File: config.mk
export PLATFORM = sky130hd
export DESIGN_NAME = cmp1_ctrl
export DESIGN_NICKNAME = d
export VERILOG_FILES = /design/src/hw/cmp1_pkg.sv /design/src/hw/cmp1_ctrl.sv /design/src/hw/cmp1_edge_sync.sv
export SDC_FILE = /design/constraint.sdc
export NUM_CORES = 1
export LEC_CHECK = 0
export BUFFER_PORTS_ARGS = -buffer_cell sky130_fd_sc_hd__buf_2
export CAP_MARGIN = 15
export CORE_ASPECT_RATIO = 1.2
export CORE_MARGIN = 2
export CORE_UTILIZATION = 25
export DETAILED_ROUTE_END_ITERATION = 8
export GPL_TIMING_DRIVEN = 0
export SYNTH_ARGS = -nofsm -noshare
export SYNTH_HDL_FRONTEND = slang
export SYNTH_SLANG_ARGS = --single-unit
File: constraint.sdc
create_clock -name core_clk_i -period 1 [get_ports core_clk_i]
set_input_delay 0.1 -clock core_clk_i [delete_from_list [all_inputs] [get_ports core_clk_i]]
set_output_delay 0.1 -clock core_clk_i [all_outputs]
set_load 0.01 [all_outputs]
File: src/hw/cmp1_pkg.sv
// Package: register map, field positions and reset values of the comparator-one control block
package cmp1_pkg;

	// ********************************************************************
	// Register addresses (special-function space, same on every page)
	// ********************************************************************
	localparam logic [7:0] CMP1_CONTROL_ADDR      = 8'h9A;
	localparam logic [7:0] CMP1_MODE_ADDR         = 8'h9C;
	localparam logic [7:0] CMP1_INPUT_SELECT_ADDR = 8'h9E;

	// ********************************************************************
	// Reset values
	// ********************************************************************
	localparam logic [7:0] CMP1_CONTROL_RESET      = 8'h00;
	localparam logic [7:0] CMP1_MODE_RESET         = 8'h02;
	localparam logic [7:0] CMP1_INPUT_SELECT_RESET = 8'hFF;

	// ********************************************************************
	// Field positions
	// ********************************************************************
	localparam int CMP1_POWER_ON_BIT     = 7;
	localparam int CMP1_OUTPUT_STATE_BIT = 6;
	localparam int CMP1_RISE_FLAG_BIT    = 5;
	localparam int CMP1_FALL_FLAG_BIT    = 4;
	localparam int CMP1_HYST_POS_LSB     = 2;
	localparam int CMP1_HYST_NEG_LSB     = 0;
	localparam int CMP1_NEG_SEL_LSB      = 4;
	localparam int CMP1_POS_SEL_LSB      = 0;
	localparam int CMP1_RISE_IE_BIT      = 5;
	localparam int CMP1_FALL_IE_BIT      = 4;
	localparam int CMP1_RESP_LSB         = 0;

	// Fill for unused bit pairs
	localparam logic [1:0] CMP1_SELECT_UNUSED = 2'h3;
	localparam logic [1:0] CMP1_MODE_UNUSED   = 2'h0;

	// ********************************************************************
	// Types
	// ********************************************************************
	typedef enum logic [1:0] {
		CMP1_HYST_OFF,
		CMP1_HYST_5MV,
		CMP1_HYST_10MV,
		CMP1_HYST_20MV
	} cmp1_hyst_t;

	typedef enum logic [1:0] {
		CMP1_RESP_100NS,
		CMP1_RESP_175NS,
		CMP1_RESP_320NS,
		CMP1_RESP_1050NS
	} cmp1_resp_t;

	// Settings handed to the analog core and pin multiplexers
	typedef struct packed {
		logic       comparator_power_on;
		cmp1_hyst_t positive_hysteresis_field;
		cmp1_hyst_t negative_hysteresis_field;
		cmp1_resp_t response_time_select;
		logic [1:0] positive_input_select;
		logic [1:0] negative_input_select;
	} cmp1_analog_cfg_t;

	// Processor access to the special-function registers
	typedef struct packed {
		logic       wr;
		logic       rd;
		logic [7:0] addr;
		logic [7:0] wdata;
	} cmp1_sfr_req_t;

endpackage : cmp1_pkg

File: src/hw/cmp1_ctrl.sv
// Control and status registers of comparator one
//
// Function
// - Control bit 7 powers the comparator up when 1, down when 0.
// - Control bit 6 reads 1 while positive input exceeds negative input.
// - Control bit 5 sets on rising output, holds until software writes 0.
// - Control bit 4 sets on falling output, holds until software clears it.
// - Control bits 3-2 select positive hysteresis code, driven to analog core.
// - Control bits 1-0 select negative hysteresis with the same four codes.
// - Control register at 0x9A, resets to zero, bit 6 read-only.
// - Input select bits 7-6 and 3-2 ignore writes, read as ones.
// - Input select bits 5-4 choose the negative input pin.
// - Input select bits 1-0 choose the positive input pin.
// - Input select register at 0x9E, resets to all ones.
// - Mode bit 5 enables the rising-edge interrupt request.
// - Mode bit 4 enables the falling-edge interrupt request.
// - Mode bits 1-0 select one of four response times.
// - Mode bits 7-6 and 3-2 read zero and ignore writes.
// - Mode register at 0x9C, resets to response mode 2, enables clear.
// - Interrupts can be raised on both edges, each with its own enable.
// - Output routed to a pin reads low while comparator is disabled.
`timescale 1ns/100ps
module cmp1_ctrl
	import cmp1_pkg::*;
(
	// Clock and reset
	input  wire logic              core_clk_i,
	input  wire logic              reset_i,
	// Special-function register access
	input  wire cmp1_sfr_req_t     sfr_req_i,
	output logic [7:0]             sfr_rdata_o,
	output logic                   sfr_hit_o,
	// Analog core
	input  wire logic              comparator_raw_i,
	output cmp1_analog_cfg_t       analog_cfg_o,
	// Pin output and interrupt
	output logic                   pin_output_o,
	output logic                   irq_o
);

	// ********************************************************************
	// Register state
	// ********************************************************************
	logic       comparator_power_on;
	logic       rising_edge_flag;
	logic       falling_edge_flag;
	cmp1_hyst_t positive_hysteresis_field;
	cmp1_hyst_t negative_hysteresis_field;
	logic [1:0] negative_input_select;
	logic [1:0] positive_input_select;
	logic       rising_edge_irq_enable;
	logic       falling_edge_irq_enable;
	cmp1_resp_t response_time_select;

	// ********************************************************************
	// Address decode
	// ********************************************************************
	wire hit_control = (sfr_req_i.addr == CMP1_CONTROL_ADDR);
	wire hit_mode    = (sfr_req_i.addr == CMP1_MODE_ADDR);
	wire hit_select  = (sfr_req_i.addr == CMP1_INPUT_SELECT_ADDR);
	wire wr_control  = sfr_req_i.wr & hit_control;
	wire wr_mode     = sfr_req_i.wr & hit_mode;
	wire wr_select   = sfr_req_i.wr & hit_select;
	wire [7:0] wd    = sfr_req_i.wdata;

	// ********************************************************************
	// Comparator output synchronisation
	// ********************************************************************
	logic out_level;
	logic out_rise;
	logic out_fall;

	cmp1_edge_sync u_sync (
		.core_clk_i (core_clk_i),
		.reset_i    (reset_i),
		.async_i    (comparator_raw_i),
		.level_o    (out_level),
		.rise_o     (out_rise),
		.fall_o     (out_fall)
	);

	// A powered-down core may float, so its output counts as low
	wire out_state  = out_level & comparator_power_on;
	wire edge_rise  = out_rise & comparator_power_on;
	wire edge_fall  = out_fall & comparator_power_on;

	// ********************************************************************
	// Flags: an edge in the clearing cycle wins over the write
	// ********************************************************************
	wire next_rising_edge_flag  = edge_rise |
		(wr_control ? wd[CMP1_RISE_FLAG_BIT] : rising_edge_flag);
	wire next_falling_edge_flag = edge_fall |
		(wr_control ? wd[CMP1_FALL_FLAG_BIT] : falling_edge_flag);

	always_ff @(posedge core_clk_i) begin
		if (reset_i) begin
			rising_edge_flag  <= CMP1_CONTROL_RESET[CMP1_RISE_FLAG_BIT];
			falling_edge_flag <= CMP1_CONTROL_RESET[CMP1_FALL_FLAG_BIT];
		end else begin
			rising_edge_flag  <= next_rising_edge_flag;
			falling_edge_flag <= next_falling_edge_flag;
		end
	end

	// ********************************************************************
	// Control register
	// ********************************************************************
	always_ff @(posedge core_clk_i) begin
		if (reset_i) begin
			comparator_power_on       <= CMP1_CONTROL_RESET[CMP1_POWER_ON_BIT];
			positive_hysteresis_field <= cmp1_hyst_t'(CMP1_CONTROL_RESET[3:2]);
			negative_hysteresis_field <= cmp1_hyst_t'(CMP1_CONTROL_RESET[1:0]);
		end else if (wr_control) begin
			comparator_power_on       <= wd[CMP1_POWER_ON_BIT];
			positive_hysteresis_field <= cmp1_hyst_t'(wd[CMP1_HYST_POS_LSB +: 2]);
			negative_hysteresis_field <= cmp1_hyst_t'(wd[CMP1_HYST_NEG_LSB +: 2]);
		end
	end

	// ********************************************************************
	// Mode register
	// ********************************************************************
	always_ff @(posedge core_clk_i) begin
		if (reset_i) begin
			rising_edge_irq_enable  <= CMP1_MODE_RESET[CMP1_RISE_IE_BIT];
			falling_edge_irq_enable <= CMP1_MODE_RESET[CMP1_FALL_IE_BIT];
			response_time_select    <= cmp1_resp_t'(CMP1_MODE_RESET[1:0]);
		end else if (wr_mode) begin
			rising_edge_irq_enable  <= wd[CMP1_RISE_IE_BIT];
			falling_edge_irq_enable <= wd[CMP1_FALL_IE_BIT];
			response_time_select    <= cmp1_resp_t'(wd[CMP1_RESP_LSB +: 2]);
		end
	end

	// ********************************************************************
	// Input select register
	// ********************************************************************
	always_ff @(posedge core_clk_i) begin
		if (reset_i) begin
			negative_input_select <= CMP1_INPUT_SELECT_RESET[5:4];
			positive_input_select <= CMP1_INPUT_SELECT_RESET[1:0];
		end else if (wr_select) begin
			negative_input_select <= wd[CMP1_NEG_SEL_LSB +: 2];
			positive_input_select <= wd[CMP1_POS_SEL_LSB +: 2];
		end
	end

	// ********************************************************************
	// Read data
	// ********************************************************************
	wire [7:0] control_view = {comparator_power_on, out_state, rising_edge_flag,
		falling_edge_flag, positive_hysteresis_field, negative_hysteresis_field};
	wire [7:0] mode_view = {CMP1_MODE_UNUSED, rising_edge_irq_enable,
		falling_edge_irq_enable, CMP1_MODE_UNUSED, response_time_select};
	wire [7:0] select_view = {CMP1_SELECT_UNUSED, negative_input_select,
		CMP1_SELECT_UNUSED, positive_input_select};

	// Unmapped addresses return zero and leave the hit low so other blocks can answer
	wire [7:0] next_rdata = hit_control ? control_view :
		hit_mode ? mode_view :
		hit_select ? select_view : 8'h00;

	always_ff @(posedge core_clk_i) begin
		if (reset_i) begin
			sfr_rdata_o <= 8'h00;
		end else if (sfr_req_i.rd) begin
			sfr_rdata_o <= next_rdata;
		end
	end

	assign sfr_hit_o = hit_control | hit_mode | hit_select;

	// ********************************************************************
	// Outputs to the core, pin and interrupt controller
	// ********************************************************************
	assign analog_cfg_o.comparator_power_on       = comparator_power_on;
	assign analog_cfg_o.positive_hysteresis_field = positive_hysteresis_field;
	assign analog_cfg_o.negative_hysteresis_field = negative_hysteresis_field;
	assign analog_cfg_o.response_time_select      = response_time_select;
	assign analog_cfg_o.positive_input_select     = positive_input_select;
	assign analog_cfg_o.negative_input_select     = negative_input_select;

	assign pin_output_o = out_state;

	// Spurious edges after power-up or mode change are left for software to clear
	assign irq_o = (rising_edge_flag & rising_edge_irq_enable) |
		(falling_edge_flag & falling_edge_irq_enable);

endmodule : cmp1_ctrl

File: src/hw/cmp1_edge_sync.sv
// Two-stage synchroniser and edge detector for the raw comparator output
`timescale 1ns/100ps
module cmp1_edge_sync
	import cmp1_pkg::*;
(
	// Clock and reset
	input  wire logic core_clk_i,
	input  wire logic reset_i,
	// Asynchronous level in
	input  wire logic async_i,
	// Synchronised level and edges
	output logic      level_o,
	output logic      rise_o,
	output logic      fall_o
);

	logic meta;
	logic sync;
	logic prev;

	// First stage feeds only the second, so no logic sees a metastable value
	always_ff @(posedge core_clk_i) begin
		if (reset_i) begin
			meta <= 1'b0;
			sync <= 1'b0;
			prev <= 1'b0;
		end else begin
			meta <= async_i;
			sync <= meta;
			prev <= sync;
		end
	end

	assign level_o = sync;
	assign rise_o  = sync & ~prev;
	assign fall_o  = ~sync & prev;

endmodule : cmp1_edge_sync

# [Word-level counts from Yosys, hierarchy flattened]
# Index checks and enable logic that the tools add are counted.
# W data, S select, Z words.
[word_totals] input_bits=21 ff_bits=26 out_inout_bits=22
[op_classes] n_bitwise=17 mux=5 eq_ne=3
[ops] cell="$eq A8 B8 Y1 const B" n=3
[ops] cell="$mux W8" n=3
[ops] cell="$and A1 B1 Y1" n=10
[ops] cell="$or A1 B1 Y1" n=5
[ops] cell="$mux W1" n=2
[ops] cell="$not A1 Y1" n=2

# [Logic depth before layout (Yosys ltp)]
# Gate-level depths: netlist of the first run.
[logic_depth] ltp_word=4 ltp_mapped=4 mapped_depth_nobuf=3

# [Modules after synthesis]
# From an unflattened synthesis of the first run, not the netlist that was laid out.
[hier_totals] cells_unflattened=133 area_unflattened_um2=1302.5
[by_module_without_submodules] mod="cmp1_ctrl" seq_area_each_um2=460.4 cells_each=125 n_inst=1 area_each_um2=1211.2
[by_module_without_submodules] mod="cmp1_edge_sync" seq_area_each_um2=60.1 cells_each=8 n_inst=1 area_each_um2=91.3

# [Least setup slack after synthesis of the first run]
# Ideal clock, no wire load.
[synth_path] path_type="input to register" from="input sfr_req_i[14] (netlist bit)" to="register comparator_power_on" setup_ps=72 path_slack_ps=-7 path_buffers=1 cell_stages=4 arrival_ps=936 t_required_ps=928 path_cell_list="and4bb_2 > and4b_1 > buf_6 > mux2i_1"
[synth_via] elab_chain_cells=2
[synth_rtl] element="from (decl)" line="cmp1_ctrl.sv:30" text="input wire cmp1_sfr_req_t sfr_req_i,"
[synth_rtl] element="$eq A8 B8 Y1" line="cmp1_ctrl.sv:58" text="wire hit_control = (sfr_req_i.addr == CMP1_CONTROL_ADDR);"
[synth_rtl] element="$and A1 B1 Y1" line="cmp1_ctrl.sv:61" text="wire wr_control = sfr_req_i.wr & hit_control;"
[synth_rtl] element="to (signal assigned)" line="cmp1_ctrl.sv:110" text="comparator_power_on <= CMP1_CONTROL_RESET[CMP1_POWER_ON_BIT];"
[synth_rtl] element="to (signal assigned)" line="cmp1_ctrl.sv:114" text="comparator_power_on <= wd[CMP1_POWER_ON_BIT];"
[synth_rtl] element="to (decl)" line="cmp1_ctrl.sv:44" text="logic comparator_power_on;"
# No other way between the ends.
# A chain may end at the register's enable or synchronous reset.

# [Final worst setup path of the first run]
[layout_path] from="register rising_edge_irq_enable" to="output irq_o"
[layout_via] elab_chain_cells=2
[layout_rtl] element="from (decl)" line="cmp1_ctrl.sv:51" text="logic rising_edge_irq_enable;"
[layout_rtl] element="from (signal assigned)" line="cmp1_ctrl.sv:125" text="rising_edge_irq_enable <= CMP1_MODE_RESET[CMP1_RISE_IE_BIT];"
[layout_rtl] element="from (signal assigned)" line="cmp1_ctrl.sv:129" text="rising_edge_irq_enable <= wd[CMP1_RISE_IE_BIT];"
[layout_rtl] element="$and A1 B1 Y1" line="cmp1_ctrl.sv:186" text="assign irq_o = (rising_edge_flag & rising_edge_irq_enable) |"
[layout_rtl] element="$or A1 B1 Y1" line="cmp1_ctrl.sv:186"
[layout_rtl] element="to (decl)" line="cmp1_ctrl.sv:38" text="output logic irq_o"
# No other way between the ends.

==> impl_metrics.ini, run 1 <==
[synth]
synth_top_area_cell = dfxtp_1
synth_nets = 145
synth_edf_count = 0
syn_inst = 124
synth_xor_area_frac = 0
yosysWarnings = 0
syn_area_per_cell_um2 = 9.818
yosys.area_share.simple = 0.2425
ys_ff_latch = 26
synth.distinct_cells = 26
muxShareOfSynthArea = 0.1603
netlist_area_um2 = 1217
synth-compound-area-share = 0.1223
ys_top_cells_by_area = dfxtp_1 43%, mux2i_1 12%, nand2b_1 10%, o32ai_1 5.8%, nor2_1 4.0%
synth-async-reset-ratio = 0
synthAdderAreaFrac = 0
synth-main-ff-cell = dfxtp_1
synth_top_family_by_area = simple AND/OR/NAND/NOR gates
seq_area_frac_synth = 0.4275
synth_top_area_share = 0.4275

[detailed_routing]
wirelength_mm = 2.998
drt_iter0_drc = 28
via_count = 1041
postRouteAntennaNets = 0
drc = 0
wire_per_inst_um = 13.09
via_per_inst = 4.546
firstDrtPassIters = 4

[timing]
setup_tns_ns = -0.08335
final_max_slew_viol_count = 0
post-route-period-util = 1.082
setup_viol = 2
clock_skew_ns = 0.002435
slew-limit-headroom = 0.6567
worst_slew_pin_slew_ns = 0.5150
final_hold_viol_count = 0
fin_ws_ns = -0.08205
fmax_mhz = 924.2
rsz0062_at_grt = true
min_period_ns = 1.082

[cts]
clock_sinks = 26
ctsHoldBuffers = 0
insertion_delay_ns = 0.27
clk_pin_slew_worst_paths_ns = 0.09
clock_path_buffers = 2
cts-htree-levels = 1
cts_tree = done
cts_root_buf = clkbuf_8
numCtsBuffers = 3

[floorplan]
core.rowCount = 27
core-area_um2 = 4628
die_h_um = 80.44
fp.dieW_um = 67.70
die-area_um2 = 5446
io_pins = 43
initial_core_util = 0.2630

[layout]
n_antenna_cell = 0
synthToLayoutAreaGrowth_pct = 34.12
layout.cells.non_filler = 229
layout-drive-gt1-share = 0.4035
fin_util = 0.3528
nFillCells = 492
fin_nets = 193
final_cell_mix = 39 x buf_2, 20 x nand2b_1, 18 x dfxtp_1
layout_commonest_cell = buf_2

[global_routing]
antenna_found_initial = 0
grt_use_total = 0.1194
grt_pass1_vias = 1012
grt-ovfl-total = 0
grt_pass1_wl_mm = 4.830
grt_max_degree = 16

[placement]
place_congestion = 0.7219
place_inst = 222
portBuffers = 40
post-dp-hpwl_mm = 2.268
dpl_worst_slack_ns = -0.2539

[critical_path]
critPathMaxFanout = 2
arrival_ns = 0.98
cp.required_ns = 0.90
critPathLaunchType = register
endpoint_kind = output pin
path_class = register to output pin

[hold_path]
hold_class = primary input to register

[run_status]
status = complete, but fails checks
violations = setup timing

[flow_run]
max_cap_viol_count = 0

[power]
ir_drop_v = 0.0003780
leakage_nw = 0.7155
p_per_area_nw_per_um2 = 1283
-- critical path: stages (launching register included) --
cell and delay [ns]:
dfxtp_2 0.33, a22o_1 0.24, buf_2 0.14
-- routing by layer --
metal,GRT usage,vias to the layer above,share of wire
met5,0,-,0
met4,0.05510,0,0.018
met2,0.1824,24,0.47
met1,0.1621,483,0.47
li1,-,530,-
met3,0.01821,4,0.042
-- synthesized netlist by cell type (all sizes together) (4+ instances only) --
cell type / number
dfxtp: 26
nand2b: 20
mux2i: 15
nor2: 13
o32ai: 8
nor2b: 5
a22oi: 4
buf: 4
clkbuf: 4
inv: 4
mux2: 4
o21bai: 4
-- stage by stage --
step	instance area, µm²	hold WS [ns]	total power, mW
after floorplan	1217	0.2282	1.163
after global placement	1490	0.3208	1.236
after detailed placement	1490	0.3282	1.236
after CTS	1590	0.03588	2.115
after global routing	1633	0.06435	2.179
final	1633	0.03317	2.096
-- flip-flops by register name, indices dropped and copies added (netlist names), 2 cells and up --
signal / count
positive_hysteresis_field: 2
positive_input_select: 2
negative_input_select: 2
negative_hysteresis_field: 2
response_time_select: 2
sfr_rdata_o: 8
-- layout make-up --
type                            instances  area (µm²)  area share
Tap cell                               58       72.57     0.04444
Sequential cell                        26       533.0      0.3264
Timing Repair Buffer                   43       235.2      0.1441
Clock inverter                          1       30.03     0.01839
Clock buffer                            3       41.29     0.02529
Buffer                                  8       46.29     0.02835
Multi-Input combinational cell         86       659.4      0.4038
Inverter                                4       15.01    0.009195
-- cells by family after synthesis --
| family | after synthesis |
|---|---|
| compound gates | 18 |
| buf+inv | 12 |
| flops | 26 |
| mux | 19 |
| simple gates | 49 |
-- where the power goes --
| part | switching (mW) | internal [mW] | total [mW] |
|---|---|---|---|
| combinational | 0.0900 | 0.0835 | 0.173 |
| sequential | 0.00267 | 1.04 | 1.04 |
| clock | 0.346 | 0.536 | 0.882 |
-- final timing paths --
kind,to,from,cells past startpoint,slack [ns]
min,u_sync.meta,comparator_raw_i,2,0.03
max reg2reg,sfr_rdata_o[0],positive_input_select[0],3,0.03
max,irq_o,rising_edge_irq_enable,2,-0.08
min reg2reg,u_sync.level_o,u_sync.meta,1,0.44
-- timing repair --
| action | CTS | global route |
|---|---|---|
| setup buffers | 1 | 2 |
| pin swaps | 1 | 1 |
| resized for setup | 8 | 9 |
| setup endpoints to repair | 5 | 11 |
Power figures use the tool's default switching activity.
==> inputs of run 2 (changes only) <==
Settings changed: SYNTH_HIERARCHICAL set to 1.
==> run 2 against run 1 <==
Against the previous run:
- the flow still finishes with violations (setup timing)
- first-iteration DRC count rose by 71%
- die area rose by 6.6%
- wire length rose by 12%
- core utilization fell by 0.19 points
- hold slack improved by 0.0050 ns
- critical path type unchanged
- critical endpoint unchanged
- largest cell class unchanged
==> impl_metrics.ini, run 2 <==
[cts]
numCtsBuffers = 3
clk_pin_slew_worst_paths_ns = 0.09
clock_path_buffers = 2
cts-htree-levels = 1
cts_tree = done
clock_sinks = 26
ctsHoldBuffers = 0
cts_root_buf = clkbuf_8
insertion_delay_ns = 0.27

[critical_path]
path_cells = a22o_1 > buf_2
r2r-start = negative_input_select[1]
arrival_ns = 0.97
critPathLaunchType = register
rr_endpoint = sfr_rdata_o[5]
cpPeakStageDelay_ns = 0.33
cp.required_ns = 0.90
path_class = register to output pin
slowest_stage = dfxtp_2
reg2reg_depth = 3
endpoint_kind = output pin
r2r_setup_slack_ns = 0.02
critPathMaxFanout = 2

[global_routing]
grt_use_total = 0.1151
grt_pass1_wl_mm = 5.423
grt_max_degree = 15
antenna_found_initial = 0
grt-ovfl-total = 0
grt_pass1_vias = 1159

[synth]
netlist_area_um2 = 1302
synth-main-ff-cell = dfxtp_1
synth_edf_count = 0
synth.distinct_cells = 31
ys_ff_latch = 26
synth_top_area_share = 0.3996
synth-async-reset-ratio = 0
yosysWarnings = 6
ys_top_cells_by_area = dfxtp_1 40%, mux2i_1 6.9%, nand2b_1 6.2%, o32ai_1 5.4%, nor2_1 3.7%
syn_inst = 133
synth.most_common_cell = dfxtp_1
ys_top_cells_by_count = 26 x dfxtp_1, 13 x nand2b_1, 13 x nor2_1
synth_top_area_cell = dfxtp_1
synth_nets = 154
seq_area_frac_synth = 0.3996
syn_area_per_cell_um2 = 9.793

[power]
seq_power_share = 0.539
switchingPower_uw = 449.4
p_comb_frac = 0.110
clockPowerShare = 0.351
p_per_area_nw_per_um2 = 1107
ir_drop_v = 0.0004430
leakage_nw = 0.7007
switching_share = 0.2327
p_int_mw = 1.482

[layout]
top_register = sfr_rdata_o
layout-drive-gt1-share = 0.4530
n_antenna_cell = 0
final_cell_mix = 38 x buf_2, 14 x dfxtp_1, 13 x nor2_1, 13 x nand2b_1, 10 x dfxtp_2
layout_commonest_cell = buf_2
area.sequential_um2 = 540.5
largest_reg_flops = 8
fin_nets = 203
multiInputGateArea_um2 = 734.5
fin_util = 0.3509
layout.cells.non_filler = 241
nFillCells = 535
synthToLayoutAreaGrowth_pct = 34.01

[timing]
setup_viol = 1
fmax_mhz = 930.6
rsz0062_at_grt = true
final_max_slew_viol_count = 0
clock_skew_ns = 0.003473
post-route-period-util = 1.075
final_hold_viol_count = 0
slew-limit-headroom = 0.6999
worst_slew_pin_slew_ns = 0.4501
min_period_ns = 1.075
fin_ws_ns = -0.07461

[hold_path]
hold_class = primary input to register
hold_start = comparator_raw_i
hold_path_end = u_sync/meta
min_path_cells = 2

[detailed_routing]
wirelength_mm = 3.365
drt_iter0_drc = 48
postRouteAntennaNets = 0
firstDrtPassIters = 4
wire_per_inst_um = 13.96
via_count = 1169
via_per_inst = 4.851
drc = 0

[run_status]
violations = setup timing
status = complete, but fails checks

[floorplan]
core-area_um2 = 4975
fp.dieW_um = 69.89
io_pins = 43
die_h_um = 83.07
core.rowCount = 28
die-area_um2 = 5806
initial_core_util = 0.2618

[placement]
portBuffers = 39
post-dp-hpwl_mm = 2.529
place_inst = 232
place_congestion = 0.7363

[flow_run]
max_cap_viol_count = 0
==> run 2: changes by cell type in the layout (fill, tap and decap cells not counted), moves of 3 or more <==
cell | previous run | this run
mux2i_1 | 15 | 9
dfxtp_2 | 7 | 10
a21oi_1 | 0 | 8
buf_4 | 3 | 7
mux2_1 | 0 | 3
nand2b_1 | 20 | 13
o21bai_1 | 4 | 0
mux2_2 | 4 | 0
dfxtp_1 | 18 | 14
o31ai_1 | 0 | 4
==> run 2: metrics by stage <==
| stage | cell area [µm²] | setup TNS, ns | hold WS [ns] | setup WS, ns | power [mW] |
|---|---|---|---|---|---|
| after global placement | 1573 | -3.503 | 0.3098 | -0.2027 | 1.262 |
| after global routing | 1745 | -0.2429 | 0.06084 | -0.1155 | 2.016 |
| after detailed placement | 1573 | -3.691 | 0.3181 | -0.2160 | 1.265 |
| after CTS | 1679 | -0.08150 | 0.03669 | -0.08150 | 1.942 |
| final | 1745 | -0.07461 | 0.03816 | -0.07461 | 1.931 |
| after floorplan | 1303 | 0 | 0.1716 | 0.003220 | 1.187 |
==> run 2: worst max-delay path by stage <==
stage                     slack (ns)                  endpoint  depth (start not counted)              startpoint
after floorplan                0.003   response_time_select[1]                          5           sfr_req_i[13]
after global placement         -0.20  positive_input_select[0]                          5            sfr_req_i[8]
after detailed placement       -0.22  negative_input_select[1]                          5            sfr_req_i[8]
after CTS                      -0.08                     irq_o                          2  rising_edge_irq_enable
after global routing           -0.12                     irq_o                          2        rising_edge_flag
final                          -0.07                     irq_o                          2  rising_edge_irq_enable
==> run 2: cell type report <==
class / count / area share
multi-input cells: 92 / 0.4208
clock buffers: 4 / 0.03154
plain buffers: 11 / 0.04229
well taps: 60 / 0.04301
flip-flops and latches: 26 / 0.3097
repair buffers: 44 / 0.1441
inverters: 4 / 0.008602
==> run 2: repair_timing <==
action,4_1_cts,5_1_grt
setup endpoints to repair,9,10
setup buffers,2,3
pin swaps,1,4
resized for setup,13,14
cloned,0,0
==> run 2: metal layers <==
metal / part of all wire / GRT usage
met5: 0 / 0
met4: 0.0077 / 0.03147
met3: 0.056 / 0.02913
met2: 0.50 / 0.2043
met1: 0.44 / 0.1360
==> run 2: critical path: cells and delay by family (launching register included) <==
family,cells,cell delay (ns)
flip-flops,1,0.33
AO/OA/AOI/OAI,1,0.24
buffers and inverters,1,0.14
==> run 2: power by group through the flow <==
stage | Combinational, mW | Clock, mW | Sequential (mW)
3_5_place_dp | 0.197 | 0 | 1.07
2_1_floorplan | 0.119 | 0 | 1.07
3_3_place_gp | 0.195 | 0 | 1.07
5_1_grt | 0.234 | 0.740 | 1.04
4_1_cts | 0.203 | 0.697 | 1.04
6_report | 0.213 | 0.678 | 1.04
==> run 2: logic make-up after synthesis <==
family / count (synthesis) / synth area share
compound gates: 30 / 0.1777
buf+inv: 15 / 0.06819
flops: 26 / 0.3996
mux: 13 / 0.1037
simple gates: 49 / 0.2507
==> inputs of run 3 (changes only) <==
Settings changed: PLACE_DENSITY set to 0.44.
Clock period 1 ns to 0.9 ns, I/O delays scaled along.
==> run 3 against run 2 <==
Against the previous run:
- sequential share of layout area is 1.1 points lower
- non-clock buffer count is 1 lower
- the flow still finishes with violations (setup timing)
- largest power group unchanged
- flip-flop and latch count stayed put
==> impl_metrics.ini, run 3 (synthesis gave the netlist of run 2 again) <==
[layout]
fin_nets = 202
n_antenna_cell = 0
layout-drive-gt1-share = 0.5363
largest_reg_flops = 8
post-route-cell-area_um2 = 1817
final_cell_mix = 35 x buf_2, 15 x dfxtp_2, 13 x nor2_1, 13 x nand2b_1, 11 x buf_6
top_register = sfr_rdata_o
fin_util = 0.3652
layout_commonest_cell = buf_2
synthToLayoutAreaGrowth_pct = 39.48
layout.cells.non_filler = 239

[critical_path]
cp_top_family = flip-flops
cpPeakStageDelay_ns = 0.34
cp.required_ns = 0.81
r2r_setup_slack_ns = -0.06
critPathMaxFanout = 3
critPathLaunch = rising_edge_flag
endpoint_kind = output pin
r2r-start = rising_edge_flag
slowest_stage = dfxtp_2
reg2reg_depth = 3
path_buf_inv = 1
worstSetupPathDepth = 2
path_class = register to output pin
path_cells = a22o_1 > buf_2
endpoint = irq_o
critPathLaunchType = register
arrival_ns = 0.96
rr_endpoint = sfr_rdata_o[5]

[floorplan]
fp.dieW_um = 69.89
initial_core_util = 0.2618
core.rowCount = 28
die_h_um = 83.07
die-area_um2 = 5806
core-area_um2 = 4975
io_pins = 43

[power]
total_power_mw = 2.073
switching_share = 0.2422
p_int_mw = 1.571
clockPowerShare = 0.315
p_comb_frac = 0.127
ir_drop_v = 0.0004335
switchingPower_uw = 502.1
leakage_nw = 0.7321
seq_power_share = 0.558
p_per_area_nw_per_um2 = 1141

[flow_run]
max_cap_viol_count = 0

[timing]
final_max_slew_viol_count = 0
min_period_ns = 1.050
slew-limit-headroom = 0.6631
rsz0062_at_grt = true
whs_ns = 0.03204
clock_skew_ns = 0.002076
post-route-period-util = 1.167
final_hold_viol_count = 0
fmax_mhz = 952.3
setup_tns_ns = -0.5554
worst_slew_pin_slew_ns = 0.5054
setup_viol = 11
fin_ws_ns = -0.1501

[global_routing]
antenna_found_initial = 0
grt_max_degree = 14
grt_pass1_vias = 1221
grt-ovfl-total = 0
grt_pass1_wl_mm = 5.934
grt_use_total = 0.1258

[run_status]
violations = setup timing
status = complete, but fails checks

[cts]
cts_tree = done
cts_root_buf = clkbuf_8
cts-htree-levels = 1
clock_path_buffers = 2
clock_sinks = 26
numCtsBuffers = 3
clk_pin_slew_worst_paths_ns = 0.09
insertion_delay_ns = 0.27
ctsHoldBuffers = 0

[detailed_routing]
postRouteAntennaNets = 0
met2_wirelength_mm = 1.872
route.met3.wl_um = 105
wl_met1_mm = 1.537
wire_per_inst_um = 14.85
firstDrtPassIters = 4
drt_iter0_drc = 31
top_layer = met4
wirelength_mm = 3.550
via_per_inst = 4.808
via_count = 1149
drc = 0

[placement]
post-dp-hpwl_mm = 2.671
portBuffers = 39
place_inst = 232
place_area_um2 = 1604
dpl_worst_slack_ns = -0.2845
place_congestion = 0.7778

[hold_path]
hold_class = primary input to register
==> run 3: changes by cell type in the layout (fill, tap and decap cells not counted), moves of 3 or more <==
| cell | change |
|---|---|
| mux2_4 | +3 |
| dfxtp_2 | +5 |
| buf_6 | +5 |
| o32ai_2 | +6 |
| mux2_1 | -3 |
| o32ai_1 | -6 |
| buf_4 | -3 |
| buf_2 | -3 |
| dfxtp_1 | -4 |
==> run 3: power by group through the flow <==
stage | combinational (mW) | sequential [mW] | clock (mW)
final | 0.263 | 1.16 | 0.653
after global placement | 0.233 | 1.19 | 0
after CTS | 0.255 | 1.16 | 0.693
after detailed placement | 0.234 | 1.19 | 0
after global routing | 0.287 | 1.16 | 0.733
after floorplan | 0.145 | 1.19 | 0
==> run 3: cell type report <==
cell class              count  area (µm²)
repair buffers             44       271.5
well taps                  60       75.07
flip-flops and latches     26       543.0
multi-input cells          92       797.0
plain buffers              10       73.82
fillers                   543        3158
clock buffers               3       41.29
inverters                   4       15.01
==> run 3: how the worst min path moves through the flow <==
stage | start | endpoint | cells past startpoint
after floorplan | reset_i | u_sync/level_o | 1
after global placement | comparator_raw_i | u_sync/meta | 2
after detailed placement | comparator_raw_i | u_sync/meta | 2
after CTS | comparator_raw_i | u_sync/meta | 2
after global routing | comparator_raw_i | u_sync/meta | 2
final | comparator_raw_i | u_sync/meta | 2
==> run 3: worst register-to-register path, delay by kind of cell, from the launching register on <==
| family | cells | cell delay (ns) |
|---|---|---|
| flops | 1 | 0.34 |
| mux | 1 | 0.27 |
| compound gates | 2 | 0.22 |
==> run 3: repair_timing <==
item | in CTS | in global routing
pin swaps | 8 | 4
endpoints found under the setup margin | 12 | 26
resized for setup | 26 | 11
setup buffers | 4 | 1
==> run 3: layer usage <==
metal	global-route usage	vias to the layer above
met4	0.05070	0
met1	0.1536	558
met5	0	-
met2	0.2208	17
met3	0.01578	4
li1	-	570
